### config.mk
export PLATFORM = sky130hd
export DESIGN_NAME = cms_mode_standby
export DESIGN_NICKNAME = d
export VERILOG_FILES = /design/src/cms_pkg.sv /design/src/cms_mode_standby.sv /design/src/cms_sync.sv
export VERILOG_INCLUDE_DIRS = /design/src /design/src/src
export SDC_FILE = /design/constraint.sdc
export NUM_CORES = 1
export LEC_CHECK = 0
export BUFFER_PORTS_ARGS = -buffer_cell sky130_fd_sc_hd__buf_2
export CAP_MARGIN = 40
export CELL_PAD_IN_SITES_DETAIL_PLACEMENT = 1
export CELL_PAD_IN_SITES_GLOBAL_PLACEMENT = 1
export CORE_ASPECT_RATIO = 1.25
export CORE_MARGIN = 2
export CORE_UTILIZATION = 37
export DETAILED_ROUTE_END_ITERATION = 10
export GPL_TIMING_DRIVEN = 1
export PLACE_DENSITY = 0.94
export SYNTH_ARGS = -nofsm -noshare
export SYNTH_HDL_FRONTEND = slang
export SYNTH_HIERARCHICAL = 1
export SYNTH_SLANG_ARGS = --single-unit
### constraint.sdc
create_clock -name clk_sys -period 3.5 [get_ports clk_sys]
set_input_delay 0.7 -clock clk_sys [delete_from_list [all_inputs] [get_ports clk_sys]]
set_output_delay 0.7 -clock clk_sys [all_outputs]
set_load 0.01 [all_outputs]
### src/cms_params.svh
// Offsets, field positions, reset values and timing counts of the mode/standby controller
`ifndef CMS_PARAMS_SVH
`define CMS_PARAMS_SVH

// Wishbone register byte offsets
`define CMS_ADR_CTRL       8'h00
`define CMS_ADR_STATUS     8'h04
`define CMS_ADR_STATWORD   8'h08

// Control register fields
`define CMS_CTRL_LARGE_BIT 0

// Status register fields
`define CMS_ST_MODE_BIT    0
`define CMS_ST_STANDBY_BIT 1
`define CMS_ST_HOLD_BIT    2
`define CMS_ST_LOCK_BIT    3
`define CMS_ST_NMIP_BIT    4

// Status word fields
`define CMS_SW_MODE_BIT    15
`define CMS_SW_IE_BIT      9

// Reset values and NMI vector
`define CMS_SW_RESET       16'h8000
`define CMS_CTRL_RESET     1'b0
`define CMS_NMI_VECTOR     8'h02

// Wakeup hold time that the interrupt source must keep, in clocks
`define CMS_INT_WAKE_CLOCKS 15

`endif

### src/cms_pkg.sv
// Types shared by the mode/standby controller
package cms_pkg;

  // Instruction completed by the core, as seen by this block
  typedef enum logic [2:0] {
    CMS_INSTR_OTHER,
    CMS_INSTR_BREAK_FOR_EMULATION,
    CMS_INSTR_RETURN_FROM_INTERRUPT,
    CMS_INSTR_CALL_NATIVE,
    CMS_INSTR_RETURN_FROM_EMULATION,
    CMS_INSTR_HALT,
    CMS_INSTR_BUS_LOCK_PREFIX
  } cms_instr_t;

  // Operating state of the standby sequencer
  typedef enum logic [1:0] {
    CMS_RUN,
    CMS_STANDBY,
    CMS_HOLD
  } cms_state_t;

endpackage : cms_pkg

### src/cms_mode_standby.sv
// Operating-mode and standby controller with Wishbone status/control registers
`timescale 1ns/1ps
`include "cms_params.svh"

// Functional notes
// - Break-for-emulation pushes state, clears mode, vectors
// - Mode zero fetches and decodes legacy code
// - Return-from-interrupt restores saved mode flag
// - Reset aborts emulation like native reset
// - Interrupts in emulation serviced natively
// - Call-native in emulation pushes, sets mode, vectors
// - Return-from-emulation pops mode one, resumes native
// - Halt enters standby keeping all state
// - Standby gates clock except hold logic
// - Hold served in standby, then back
// - Large system standby output levels fixed
// - Small system standby levels held or high
// - Control outputs inactive; exit on events (large system drives bus_lock_output low in standby after a lock prefix)
// - NMI always releases standby
// - Masked interrupt wakes without taking interrupt
// - Taken wakeup enters native mode
// - Native standby always returns native
// - Mode flag is status word top bit
// - Emulation indicator high during emulation bus cycles
// - Reset exits standby into native mode
module cms_mode_standby (
  input  wire logic                clk_sys,
  input  wire logic                rst_n,
  input  wire logic                ce,
  // Wishbone slave
  input  wire logic                wb_cyc_i,
  input  wire logic                wb_stb_i,
  input  wire logic                wb_we_i,
  input  wire logic [7:0]          wb_adr_i,
  input  wire logic [3:0]          wb_sel_i,
  input  wire logic [31:0]         wb_dat_i,
  output logic      [31:0]         wb_dat_o,
  output logic                     wb_ack_o,
  // Core instruction interface
  input  wire logic                instrDone,
  input  wire cms_pkg::cms_instr_t instrKind,
  input  wire logic [7:0]          instrImm,
  input  wire logic [15:0]         popStatusWord,
  input  wire logic [7:0]          intVector,
  input  wire logic                busCycle,
  // Pins from outside the clock domain
  input  wire logic                nmiPin,
  input  wire logic                intPin,
  input  wire logic                holdReqPin,
  // Core-side output levels while running
  input  wire logic [1:0]          coreQueueStatus,
  input  wire logic [2:0]          coreBusStatus,
  input  wire logic                coreBusLockN,
  input  wire logic                coreIntAckN,
  input  wire logic                coreBufEnN,
  input  wire logic                coreBufDir,
  input  wire logic                coreIoMem,
  input  wire logic                coreLowByte,
  // Outputs
  output logic                     mode_flag,
  output logic                     decodeLegacy,
  output logic                     emulation_indicator_status,
  output logic                     cpuClockEnable,
  output logic                     holdAck,
  output logic                     pushReq,
  output logic [15:0]              pushWord,
  output logic                     vectorLoad,
  output logic [7:0]               vectorNum,
  output logic                     resumeReq,
  output logic [1:0]               queue_status_outputs,
  output logic [2:0]               bus_status_outputs,
  output logic                     bus_lock_output,
  output logic                     interrupt_acknowledge_output,
  output logic                     buffer_enable_output,
  output logic                     buffer_direction_output,
  output logic                     ioMemSelect,
  output logic                     low_byte_select_output
);
  import cms_pkg::*;

  // ----------------------------------------------------------------
  // Pin synchronisation
  // ----------------------------------------------------------------
  logic [2:0] pinLevel;
  logic       nmiLevel;
  logic       intLevel;
  logic       holdLevel;
  logic       nmiLevelQ;

  cms_sync #(.WIDTH(3)) u_sync (
    .clk_sys  (clk_sys),
    .rst_n    (rst_n),
    .ce       (ce),
    .pinIn    ({holdReqPin, intPin, nmiPin}),
    .levelOut (pinLevel)
  );

  assign nmiLevel  = pinLevel[0];
  assign intLevel  = pinLevel[1];
  assign holdLevel = pinLevel[2];

  // ----------------------------------------------------------------
  // State
  // ----------------------------------------------------------------
  cms_state_t state;
  logic [15:0] status_word;
  logic        largeSystem;
  logic        lockDecoded;
  logic        nmiPending;
  logic        ieFlag;
  logic        nmiEdge;
  logic        intTake;
  logic        takeIrq;
  logic        wbReq;
  logic        wbWrite;

  assign ieFlag  = status_word[`CMS_SW_IE_BIT];
  assign nmiEdge = nmiLevel & ~nmiLevelQ;
  assign intTake = intLevel & ieFlag;
  // Interrupts are taken at an instruction boundary, or at once from standby
  assign takeIrq = (nmiPending | intTake) &
                   (((state == CMS_RUN) & instrDone) | (state == CMS_STANDBY));
  assign wbReq   = wb_cyc_i & wb_stb_i;
  assign wbWrite = wbReq & wb_we_i & wb_ack_o;

  // NMI edge detect on the filtered level
  always_ff @(posedge clk_sys) begin
    if (!rst_n) begin
      nmiLevelQ <= 1'b0;
    end else if (ce) begin
      nmiLevelQ <= nmiLevel;
    end
  end

  // NMI request latch; a new edge wins over the clear of service
  always_ff @(posedge clk_sys) begin
    if (!rst_n) begin
      nmiPending <= 1'b0;
    end else if (ce) begin
      if (nmiEdge) begin
        nmiPending <= 1'b1;
      end else if (takeIrq) begin
        nmiPending <= 1'b0;
      end
    end
  end

  // ----------------------------------------------------------------
  // Status word and mode flag
  // ----------------------------------------------------------------
  // Reset loads native mode whatever was running or halted
  always_ff @(posedge clk_sys) begin
    if (!rst_n) begin
      status_word <= `CMS_SW_RESET;
    end else if (ce) begin
      if (takeIrq) begin
        status_word[`CMS_SW_MODE_BIT] <= 1'b1;
        status_word[`CMS_SW_IE_BIT]   <= 1'b0;
      end else if (wbWrite && wb_adr_i == `CMS_ADR_STATWORD) begin
        if (wb_sel_i[0]) begin
          status_word[7:0] <= wb_dat_i[7:0];
        end
        if (wb_sel_i[1]) begin
          status_word[15:8] <= wb_dat_i[15:8];
        end
      end else if (state == CMS_RUN && instrDone) begin
        unique case (instrKind)
          CMS_INSTR_BREAK_FOR_EMULATION: begin
            // Nesting from a called native routine is left to software
            status_word[`CMS_SW_MODE_BIT] <= 1'b0;
          end
          CMS_INSTR_RETURN_FROM_INTERRUPT: begin
            status_word <= popStatusWord;
          end
          CMS_INSTR_CALL_NATIVE: begin
            if (!status_word[`CMS_SW_MODE_BIT]) begin
              status_word[`CMS_SW_MODE_BIT] <= 1'b1;
            end
          end
          CMS_INSTR_RETURN_FROM_EMULATION: begin
            if (!status_word[`CMS_SW_MODE_BIT]) begin
              status_word <= popStatusWord;
            end
          end
          CMS_INSTR_HALT, CMS_INSTR_BUS_LOCK_PREFIX, CMS_INSTR_OTHER: begin
            status_word <= status_word;
          end
        endcase
      end
    end
  end

  // ----------------------------------------------------------------
  // Push and vector requests towards the core
  // ----------------------------------------------------------------
  // One-cycle pulses; the pushed word carries the mode before the change
  always_ff @(posedge clk_sys) begin
    if (!rst_n) begin
      pushReq    <= 1'b0;
      pushWord   <= 16'h0000;
      vectorLoad <= 1'b0;
      vectorNum  <= 8'h00;
    end else if (ce) begin
      pushReq    <= 1'b0;
      vectorLoad <= 1'b0;
      if (takeIrq) begin
        pushReq    <= 1'b1;
        pushWord   <= status_word;
        vectorLoad <= 1'b1;
        vectorNum  <= nmiPending ? `CMS_NMI_VECTOR : intVector;
      end else if (state == CMS_RUN && instrDone &&
                   (instrKind == CMS_INSTR_BREAK_FOR_EMULATION ||
                    (instrKind == CMS_INSTR_CALL_NATIVE &&
                     !status_word[`CMS_SW_MODE_BIT]))) begin
        pushReq    <= 1'b1;
        pushWord   <= status_word;
        vectorLoad <= 1'b1;
        vectorNum  <= instrImm;
      end
    end
  end

  // ----------------------------------------------------------------
  // Standby sequencer
  // ----------------------------------------------------------------
  // Masked interrupt wakes without service; the source keeps it long
  // enough for the following instruction to run
  always_ff @(posedge clk_sys) begin
    if (!rst_n) begin
      state     <= CMS_RUN;
      resumeReq <= 1'b0;
    end else if (ce) begin
      resumeReq <= 1'b0;
      unique case (state)
        CMS_RUN: begin
          if (instrDone && instrKind == CMS_INSTR_HALT && !takeIrq) begin
            state <= CMS_STANDBY;
          end
        end
        CMS_STANDBY: begin
          if (takeIrq) begin
            state <= CMS_RUN;
          end else if (intLevel) begin
            state     <= CMS_RUN;
            resumeReq <= 1'b1;
          end else if (holdLevel) begin
            state <= CMS_HOLD;
          end
        end
        CMS_HOLD: begin
          if (!holdLevel) begin
            state <= CMS_STANDBY;
          end
        end
      endcase
    end
  end

  // Bus-lock prefix seen before the halt is remembered for standby levels
  always_ff @(posedge clk_sys) begin
    if (!rst_n) begin
      lockDecoded <= 1'b0;
    end else if (ce && state == CMS_RUN && instrDone) begin
      lockDecoded <= (instrKind == CMS_INSTR_BUS_LOCK_PREFIX) |
                     (lockDecoded & instrKind == CMS_INSTR_HALT);
    end else if (ce && state == CMS_STANDBY && (takeIrq || intLevel)) begin
      lockDecoded <= 1'b0; // A later halt needs its own prefix
    end
  end

  // ----------------------------------------------------------------
  // Mode and clock outputs
  // ----------------------------------------------------------------
  // Clock stays gated in hold too; hold logic itself runs on clk_sys
  always_ff @(posedge clk_sys) begin
    if (!rst_n) begin
      mode_flag                  <= 1'b1;
      decodeLegacy               <= 1'b0;
      emulation_indicator_status <= 1'b0;
      cpuClockEnable             <= 1'b1;
      holdAck                    <= 1'b0;
    end else if (ce) begin
      mode_flag      <= status_word[`CMS_SW_MODE_BIT];
      decodeLegacy   <= ~status_word[`CMS_SW_MODE_BIT];
      emulation_indicator_status <= busCycle & ~status_word[`CMS_SW_MODE_BIT];
      cpuClockEnable <= (state == CMS_RUN);
      holdAck        <= (state == CMS_HOLD);
    end
  end

  // ----------------------------------------------------------------
  // Pin levels during standby
  // ----------------------------------------------------------------
  // Static pins simply stop updating, which holds their last level
  always_ff @(posedge clk_sys) begin
    if (!rst_n) begin
      queue_status_outputs         <= 2'h0;
      bus_status_outputs           <= 3'h7;
      bus_lock_output              <= 1'b1;
      interrupt_acknowledge_output <= 1'b1;
      buffer_enable_output         <= 1'b1;
      buffer_direction_output      <= 1'b0;
      ioMemSelect                  <= 1'b0;
      low_byte_select_output       <= 1'b0;
    end else if (ce) begin
      if (state != CMS_RUN) begin
        if (largeSystem) begin
          queue_status_outputs <= 2'h0;
          bus_status_outputs   <= 3'h7;
          bus_lock_output      <= ~lockDecoded;
        end else begin
          interrupt_acknowledge_output <= 1'b1;
          buffer_enable_output         <= 1'b1;
        end
      end else begin
        queue_status_outputs         <= coreQueueStatus;
        bus_status_outputs           <= coreBusStatus;
        bus_lock_output              <= coreBusLockN;
        interrupt_acknowledge_output <= coreIntAckN;
        buffer_enable_output         <= coreBufEnN;
        buffer_direction_output      <= coreBufDir;
        ioMemSelect                  <= coreIoMem;
        low_byte_select_output       <= coreLowByte;
      end
    end
  end

  // ----------------------------------------------------------------
  // Wishbone slave
  // ----------------------------------------------------------------
  // Configuration bit written by software
  always_ff @(posedge clk_sys) begin
    if (!rst_n) begin
      largeSystem <= `CMS_CTRL_RESET;
    end else if (ce && wbWrite && wb_adr_i == `CMS_ADR_CTRL && wb_sel_i[0]) begin
      largeSystem <= wb_dat_i[`CMS_CTRL_LARGE_BIT];
    end
  end

  // Ack one cycle after the request, dropped the cycle after; unmapped reads zero
  always_ff @(posedge clk_sys) begin
    if (!rst_n) begin
      wb_ack_o <= 1'b0;
      wb_dat_o <= 32'h0000_0000;
    end else if (ce) begin
      wb_ack_o <= wbReq & ~wb_ack_o;
      wb_dat_o <= 32'h0000_0000;
      if (wbReq && !wb_ack_o) begin
        unique case (wb_adr_i)
          `CMS_ADR_CTRL: begin
            wb_dat_o[`CMS_CTRL_LARGE_BIT] <= largeSystem;
          end
          `CMS_ADR_STATUS: begin
            wb_dat_o[`CMS_ST_MODE_BIT]    <= status_word[`CMS_SW_MODE_BIT];
            wb_dat_o[`CMS_ST_STANDBY_BIT] <= (state != CMS_RUN);
            wb_dat_o[`CMS_ST_HOLD_BIT]    <= (state == CMS_HOLD);
            wb_dat_o[`CMS_ST_LOCK_BIT]    <= lockDecoded;
            wb_dat_o[`CMS_ST_NMIP_BIT]    <= nmiPending;
          end
          `CMS_ADR_STATWORD: begin
            wb_dat_o[15:0] <= status_word;
          end
          default: begin
            wb_dat_o <= 32'h0000_0000;
          end
        endcase
      end
    end
  end

endmodule // cms_mode_standby

### src/cms_sync.sv
// Three-stage pin synchroniser with agreement filter
`timescale 1ns/1ps

module cms_sync #(
  parameter int WIDTH = 3
) (
  input  wire logic             clk_sys,
  input  wire logic             rst_n,
  input  wire logic             ce,
  input  wire logic [WIDTH-1:0] pinIn,
  output logic      [WIDTH-1:0] levelOut
);

  // ----------------------------------------------------------------
  // Per-bit stages
  // ----------------------------------------------------------------
  initial begin
    if (WIDTH < 1) begin
      $error("cms_sync: WIDTH must be at least 1");
    end
  end

  genvar b;
  generate
    for (b = 0; b < WIDTH; b++) begin : g_bit
      logic stage1;
      logic stage2;
      logic stage3;
      // Stage one is read only by stage two; the filter looks at two and three
      always_ff @(posedge clk_sys) begin
        if (!rst_n) begin
          stage1      <= 1'b0;
          stage2      <= 1'b0;
          stage3      <= 1'b0;
          levelOut[b] <= 1'b0;
        end else if (ce) begin
          stage1 <= pinIn[b];
          stage2 <= stage1;
          stage3 <= stage2;
          if (stage2 == stage3) begin
            levelOut[b] <= stage3; // Change counts only once two stages agree
          end
        end
      end
    end
  endgenerate

endmodule // cms_sync
---- Word level (Yosys, flattened, before mapping) ----
Index checks and enable logic that the tools add are counted.
word-level totals
  flip-flop bits (word level) ............. 109
  input bits .............................. 101
  output and inout port bits .............. 76
  word-level logic and storage cells ...... 169
cells by class
  equality and inequality tests ........... 24
  mux-type cells .......................... 42
  bitwise logic cells ..................... 19
  reduce and logical (&&, ||, !) cells .... 44
operators by type and width
  operator              number
  $mux W16              6
  $mux W8               5
  $pmux W15 S2          1
  $mux W1               16
  $reduce_and A2 Y1     8
  $logic_and A1 B1 Y1   14
  $mux W2               7
  $ne A2 B2 Y1 const B  6
  $reduce_and A6 Y1     2
  $mux W11              1
  $and A1 B1 Y1         10
  $reduce_bool A2 Y1    5
  $eq A3 B3 Y1 const B  3
  $ne A3 B3 Y1 const B  3
  $eq A8 B3 Y1 const B  1
  $eq A8 B4 Y1 const B  1
  $logic_not A8 Y1      1
  $pmux W4 S2           1
  $reduce_and A4 Y1     2
  $eq A3 B2 Y1 const B  2
  $mux W3               2
  $not A1 Y1            6
  $pmux W2 S3           1
  $reduce_bool A3 Y1    2
  16 further kinds      23

---- Depth between registers and ports, before layout ----
Gate-level depths: netlist of run 1.
  depth in word-level cells ............... 8
  mapped depth ............................ 8
  depth with buffers taken out ............ 5

---- Modules after synthesis ----
Netlist of run 1, hierarchy kept.
by module, submodules not included
  module            instances  cells an instance  area an instance (sq um)  seq. area each (sq um)
  cms_mode_standby  1          438                3681.0                    1621.6
  cms_sync          1          49                 491.7                     240.2

---- Worst setup path after synthesis of run 1 ----
OpenSTA, ideal clock, no wires.
  kind .................................... input -> register
  start ................................... in instrKind[2]
  end ..................................... reg status_word[5]
  setup time .............................. 0.136 ns
  data arrival time ....................... 2.243 ns
  data required time ...................... 3.364 ns
  setup slack ............................. 1.121 ns
  cell stages on the path ................. 7
  buffers on the path ..................... 2
  path through ............................ buf_4 or3b_1 a211o_1 a211oi_4 and2_1 buf_6 a311oi_2
on the way
  longest elaborated chain between the ends .. 4
  elaborated cells on any way between the ends .. 8
  those cells by class .................... 3 x eq/ne; 3 x mux; 2 x reduce/logical
ends and longest elaborated chain
  element                                       line                     RTL
  start: declaration                            cms_mode_standby.sv:41   input wire cms_pkg::cms_instr_t instrKind,
  $eq A3 B3 Y1 or $eq A3 B2 Y1 (tied branches)  cms_mode_standby.sv:167  unique case (instrKind)
  $pmux W15 S2                                  cms_mode_standby.sv:167
  $mux W16                                      cms_mode_standby.sv:166  end else if (state == CMS_RUN && instrDone) begin
  $mux W16                                      cms_mode_standby.sv:159  end else if (wbWrite && wb_adr_i == `CMS_ADR_STATWORD) begin
  end signal: assignment                        cms_mode_standby.sv:154  status_word <= `CMS_SW_RESET;
  end signal: assignment                        cms_mode_standby.sv:161  status_word[7:0] <= wb_dat_i[7:0];
  end signal: assignment                        cms_mode_standby.sv:173  status_word <= popStatusWord;
  end: declaration                              cms_mode_standby.sv:106  logic [15:0] status_word;
Several ways; a longest one is shown, not always the timed one. The select of a mux whose other input is x is not followed.
A chain may end at the register's enable or synchronous reset.

---- Worst setup path after layout of run 1 ----
  start ................................... reg nmiPending
  end ..................................... reg pushWord[6]
on the way
  longest elaborated chain between the ends .. 4
  elaborated cells on any way between the ends .. 5
  those cells by class .................... 1 x mux; 2 x bitwise; 2 x reduce/logical
ends and longest elaborated chain
  element                       line                     RTL
  start: declaration            cms_mode_standby.sv:109  logic nmiPending;
  start signal: assignment      cms_mode_standby.sv:138  nmiPending <= 1'b0;
  start signal: assignment      cms_mode_standby.sv:141  nmiPending <= 1'b1;
  start signal: assignment      cms_mode_standby.sv:143  nmiPending <= 1'b0;
  $or A1 B1 Y1 *                cms_mode_standby.sv:121  assign takeIrq = (nmiPending | intTake) &
  $and A1 B1 Y1 *               cms_mode_standby.sv:121
  $reduce_bool A2 Y1 (no line)  --
  $reduce_and A2 Y1 (no line)   --
  end signal: assignment        cms_mode_standby.sv:208  pushWord <= status_word;
  end signal: assignment        cms_mode_standby.sv:216  pushWord <= status_word;
  end: declaration              cms_mode_standby.sv:66   output logic [15:0] pushWord,
Mark *: on every way between the ends. The rest lies on a longest branch, timed or not.

==> flow_summary.toml, run 1 <==
[status]
status = "finished, final reports clean"

[placement]
numPortBuffers = 142
placed_cell_area_um2 = 4858
dp_slack_ns = 0.6873
dp_cells = 733
gp_congestion = 0.8411
dp_hpwl_mm = 10.06

[worst_setup_path]
critPathCaptureType = "flip-flop"
slowest_delay_ns = 0.65
crit_fanout = 16
crit_type = "flip-flop to flip-flop"
crit_top_cell = "a21oi_1"
crit_arrival_ns = 2.86
regToRegSetupSlack_ns = 0.91
crit_chain = "a21oi_1 -> nor3_2 -> o21a_1 -> buf_4 -> nand2_1 -> a21oi_1"
worstReg2RegStart = "nmiPending$_SDFFE_PN0P_"
cpMaxStageDelayCell = "dfxtp_1"
required_ns = 3.77
startpoint = "nmiPending$_SDFFE_PN0P_"
start_kind = "flip-flop"

[detailed_routing]
post-route-drc-count = 0
avgRoutedWirePerCell_um = 17.87
drt-total-wl_mm = 13.42
ant_nets = 0
drt_iter0_markers = 181
vias_per_cell = 5.411
vias = 4064
first_pass_iters = 4

[floorplan]
num_rows = 43
fp.dieH_um = 122.7
dieArea_um2 = 12150
start_util_pct = 37.83
ios = 177
die_w_um = 98.99
core-area_um2 = 11030

[grt]
grt_max_degree = 46
overflow = 0
grt_pass1_vias = 4219
grt_usage_pct = 22.13
grt_pass1_wl_mm = 21.11
antenna_found_initial = 1

[power]
p_per_area_nw_per_um2 = 445.5
p_switching_mw = 0.5645
intPower_mw = 1.736
clockPowerShare_pct = 43.3
pwr-share-comb_pct = 9.0
p_seq_share_pct = 47.7
p_leak_nw = 2.343
switching_share_pct = 24.53
ir_drop_mv = 0.2648

[clock_tree]
clkSinkCount = 93
hold_buffers = 0
cts_tree = "built"
cts_buffer_depth = 2
cts_buffers = 9
cts-root-buf = "clkbuf_16"
htreeDepth = 3
worstSkewPairLatency_ns = 0.35
cts_setup_buffers = 0
clk_pin_slew_ns = 0.07
ctsResizeCount = 0

[sta]
rsz0062_at_grt = "no"
max_freq_ghz = 0.3864
holdWs_ns = 0.4521
finalSetupTns_ns = 0
maxSlewViolCount = 0
finClkSkew_ns = 0.006340
fin_crit_ns = 2.588
setup_ws_ns = 0.9121
finalSetupViolations = 0
tightest_slew_ns = 0.7280
max-slew-margin-rel_pct = 51.20
hold_violations = 0
period_share_pct = 73.94

[yosys]
synth-edff-count = 0
ys_types = 59
yosysWarnings = 6
ys.flop_type = "dfxtp_1"
synthCells = 487
ys_seq_area_share_pct = 44.62
synthTopCellsByArea = "dfxtp_1, nand2_1, a21oi_1, nor2_1, buf_4"
synthArstFlopShare_pct = 0
syn_avg_cell_area_um2 = 8.568
ys_ff_latch = 93
yosysTopAreaCell = "dfxtp_1"
synth.top_cell.area_share_pct = 44.62
syn_area_um2 = 4173

[cells_and_area]
n_fill_cell = 1353
fin_nets = 710
final_area_um2 = 5165
final_layout_size_suffix_gt1_share_pct = 29.48
final_common_cell = "buf_2"
layout_common_cells = "buf_2, dfxtp_1, nand2_1"
area_growth_pct = 23.78
fin_cells = 751

[min_path]
hp-start = "pushWord[9]$_SDFFE_PN0P_"
hp-class = "flip-flop to flip-flop"

[run]
maxCapViolations = 0
## stage by stage
stage	util (%)	power (mW)
floorplan	-	1.246
global route	46.81	2.394
global placement	43.87	1.312
CTS	46.78	2.322
finish	46.83	2.301
detailed placement	44.05	1.327
## critical path: cells and delay by family (launching register included)
family          cells  cell delay [ns]
compound gates      3             0.81
buf+inv             1             0.33
flops               1             0.65
simple gates        2             0.72
## cell type report
type                       instances  area [um^2]  share of cell area (%)
multi-input combinational        338         1984                   38.42
sequential                        93         1862                   36.05
timing repair buffer             149        775.7                   15.02
clock buffer                      10        239.0                   4.627
tap                              135        168.9                   3.270
inverter                          18        67.56                   1.308
clock inverter                     6        62.56                   1.211
antenna                            2        5.005                 0.09690
## path summary, 6_finish.rpt
kind,to,depth (start not counted)
max reg2reg,pushWord[6]$_SDFFE_PN0P_,6
min,pushWord[9]$_SDFFE_PN0P_,2
min reg2reg,pushWord[9]$_SDFFE_PN0P_,2
max,pushWord[6]$_SDFFE_PN0P_,6
## power groups by stage
stage	Combinational, mW	Sequential, mW	Clock [mW]
global route	0.228	1.10	1.07
finish	0.207	1.10	0.997
global placement	0.193	1.12	0
detailed placement	0.206	1.12	0
floorplan	0.125	1.12	0
CTS	0.207	1.10	1.02
## routing by layer
layer  part of all wire (%)  global-route usage, %  up-vias
li1                       -                      -     1945
met1                     38                  23.90     1965
met2                     54                  40.12      127
met3                    6.1                  6.321       27
met4                    2.4                  9.589        0
met5                      0                      0        -
## cells by family (layout without fill, tap and decap cells)
| group | count (synthesis) | in the layout | synth area share [%] |
|---|---|---|---|
| multiplexers | 15 | 15 | 3.958 |
| flip-flops | 93 | 93 | 44.62 |
| other | 1 | 18 | 0.08987 |
| buffers and inverters | 71 | 183 | 9.175 |
| AO/OA/AOI/OAI | 128 | 128 | 22.25 |
| AND/OR/NAND/NOR | 178 | 178 | 19.70 |
| XOR/XNOR | 1 | 1 | 0.2099 |
## sequential cells by signal, summed over array words and instances, names as in the netlist, 2 cells and up
register	cells
bus_status_outputs	3
pushWord	16
queue_status_outputs	2
state	2
status_word	16
u_sync/g_bit.stage1	3
u_sync/g_bit.stage2	3
u_sync/g_bit.stage3	3
u_sync/levelOut	3
vectorNum	8
wb_dat_o	16
## synth_stat cells (all sizes together), types with 2 or more instances
| master | count |
|---|---|
| buf | 31 |
| mux2 | 2 |
| nor2b | 6 |
| o22ai | 5 |
| a32oi | 2 |
| a311oi | 14 |
| o32ai | 3 |
| o311ai | 7 |
| o211a | 7 |
| a22oi | 13 |
| nand2b | 2 |
| nand3 | 18 |
| inv | 18 |
| and3 | 4 |
| nand4b | 2 |
| a222oi | 4 |
| nand4 | 5 |
| nor2 | 43 |
| a211o | 2 |
| or3b | 2 |
| mux2i | 13 |
| o211ai | 4 |
| dfxtp | 93 |
| o21a | 3 |
| clkbuf | 22 |
| a211oi | 3 |
| a31oi | 2 |
| nand2 | 79 |
| or3 | 2 |
| o21ai | 4 |
| nor3 | 4 |
| a21oi | 50 |
| and2 | 4 |
Note: power is estimated with default switching activity, not from simulation.
==> run 2: changes to the inputs <==
ABC_AREA = 1   (was default)
CORE_UTILIZATION = 29   (was 37)
PLACE_DENSITY = 0.83   (was 0.94)
clock period = 2.14 ns   (was 3.5 ns; I/O delays follow)
==> flow_summary.toml, run 2 <==
[clock_tree]
cts_buffers = 9
hold_buffers = 0
ctsResizeCount = 0
worstSkewPairLatency_ns = 0.35
htreeDepth = 3
clkSinkCount = 93
cts_setup_buffers = 0
cts-root-buf = "clkbuf_16"
cts_buffer_depth = 2
cts_tree = "built"
clk_pin_slew_ns = 0.07

[sta]
tightest_slew_ns = 0.5602
hold_violations = 0
rsz0062_at_grt = "no"
finalSetupTns_ns = 0
finalSetupViolations = 0
setup_ws_ns = 0.4690
max_freq_ghz = 0.5984
max-slew-margin-rel_pct = 62.26
finClkSkew_ns = 0.007921
fin_crit_ns = 1.671
period_share_pct = 78.09
maxSlewViolCount = 0

[worst_setup_path]
critPathCaptureType = "flip-flop"
reg2reg_depth = 7
crit_arrival_ns = 1.91
crit_fanout = 16
required_ns = 2.38
crit_type = "flip-flop to flip-flop"
start_kind = "flip-flop"

[cells_and_area]
fin_nets = 868
layout_common_cells = "nand2_1, buf_2, dfxtp_1"
reg_top3 = "pushWord (16), status_word (16), wb_dat_o (16)"
n_antenna_cell = 0
final_layout_size_suffix_gt1_share_pct = 25.52
final_common_cell = "nand2_1"
area_growth_pct = 28.42
fin_cells = 950

[min_path]
hold_path_depth = 3
hp-class = "input pin to flip-flop"

[grt]
grt_max_degree = 44
grt_usage_pct = 17.13
overflow = 0
antenna_found_initial = 0
grt_pass1_wl_mm = 21.62
grt_pass1_vias = 4406

[yosys]
ys.flop_type = "dfxtp_1"
synthTopCellsByArea = "dfxtp_1, nand2_1, nor2_1, o21ai_0, a21oi_1"
synth.top_cell.area_share_pct = 43.56
yosys-top-cells-count = "nand2_1, dfxtp_1, nor2_1"
synthArstFlopShare_pct = 0
yosysTopAreaCell = "dfxtp_1"
yosysMostFrequentCell = "nand2_1"
synthCells = 623
ys_ff_latch = 93
ys_seq_area_share_pct = 43.56
ys_types = 28
synth-edff-count = 0
yosysWarnings = 6
syn_area_um2 = 4274
syn_avg_cell_area_um2 = 6.861

[floorplan]
ios = 177
fp.dieH_um = 139.7
dieArea_um2 = 15730
die_w_um = 112.6
start_util_pct = 29.67
num_rows = 49
core-area_um2 = 14410

[detailed_routing]
first_pass_iters = 4
vias_per_cell = 4.596
avgRoutedWirePerCell_um = 13.98
drt-total-wl_mm = 13.28
post-route-drc-count = 0
ant_nets = 0
drt_iter0_markers = 139
vias = 4366

[power]
p_per_area_nw_per_um2 = 764.3
p_leak_nw = 2.809
finalPower_mw = 4.195
ir_drop_mv = 0.3942

[run]
maxCapViolations = 0

[placement]
dp_cells = 934
dp_slack_ns = 0.2382
dp_hpwl_mm = 9.961
numPortBuffers = 142
gp_congestion = 0.7831

[status]
status = "finished, final reports clean"
## run 2: changes by cell type in the layout (fill, tap and decap cells not counted), moves of 6 or more
cell / previous run / this run
nand2_1: 79 / 188
o21ai_0: 3 / 51
nor2_1: 43 / 80
inv_1: 16 / 46
nand3_1: 18 / 35
a22oi_1: 13 / 0
buf_4: 6 / 18
mux2i_1: 12 / 0
a311oi_1: 11 / 0
o211a_1: 7 / 0
o311ai_0: 7 / 0
nor2b_1: 6 / 0
## run 2: logic make-up (layout without fill, tap and decap cells)
kind of cell	count (synthesis)	count (layout)	share of synthesized area [%]
compound gates	117	117	14.96
flops	93	93	43.56
buf+inv	96	230	11.18
simple gates	316	316	30.21
other cells	1	16	0.08774
## run 2: worst paths after layout
path / from / endpoint / slack (ns)
worst min register to register: status_word[8]$_SDFFE_PN0P_ / wb_dat_o[8]$_SDFFE_PN0P_ / 0.46
worst max-delay path: wb_ack_o$_SDFFE_PN0P_ / status_word[3]$_SDFFE_PN0P_ / 0.47
worst min-delay path: holdReqPin / u_sync/g_bit[2].stage1$_SDFFE_PN0P_ / 0.31
worst max register to register: wb_ack_o$_SDFFE_PN0P_ / status_word[3]$_SDFFE_PN0P_ / 0.47
## run 2: critical path, stage by stage (launching register included)
cell and delay (ns):
dfxtp_1 0.41, nand2_1 0.09, nor2_2 0.15, nand3_2 0.19, o211ai_4 0.50, nand2_1 0.11
nand2_1 0.08, nor2_1 0.04
## run 2: final cells by class
class | count | area, um^2
Multi-Input combinational cell | 449 | 1991
Inverter | 53 | 198.9
Sequential cell | 93 | 1862
Fill cell | 1886 | 8919
Clock inverter | 7 | 123.9
Clock buffer | 9 | 225.2
Tap cell | 178 | 222.7
Timing Repair Buffer | 161 | 865.8
## run 2: power by group
| part | switching [mW] | total, mW | internal (mW) |
|---|---|---|---|
| clock network | 0.712 | 1.86 | 1.15 |
| registers | 0.0397 | 1.84 | 1.80 |
| logic | 0.306 | 0.495 | 0.189 |
## run 2: layer usage
layer / up-vias / global-route usage, % / share of wire [%]
met4: 0 / 5.712 / 1.6
met1: 2016 / 20.53 / 43
met5: - / 0 / 0
li1: 2234 / - / -
met3: 14 / 3.528 / 4.8
met2: 102 / 30.29 / 51
## run 2: stage by stage
step | util [%] | cell area [um^2] | hold slack, ns
floorplan | - | 4330 | 0.4357
finish | 38.10 | 5489 | 0.3090
detailed placement | 35.68 | 5140 | 0.4552
global placement | 35.68 | 5140 | 0.4447
CTS | 38.10 | 5489 | 0.2989
global route | 38.10 | 5489 | 0.3077
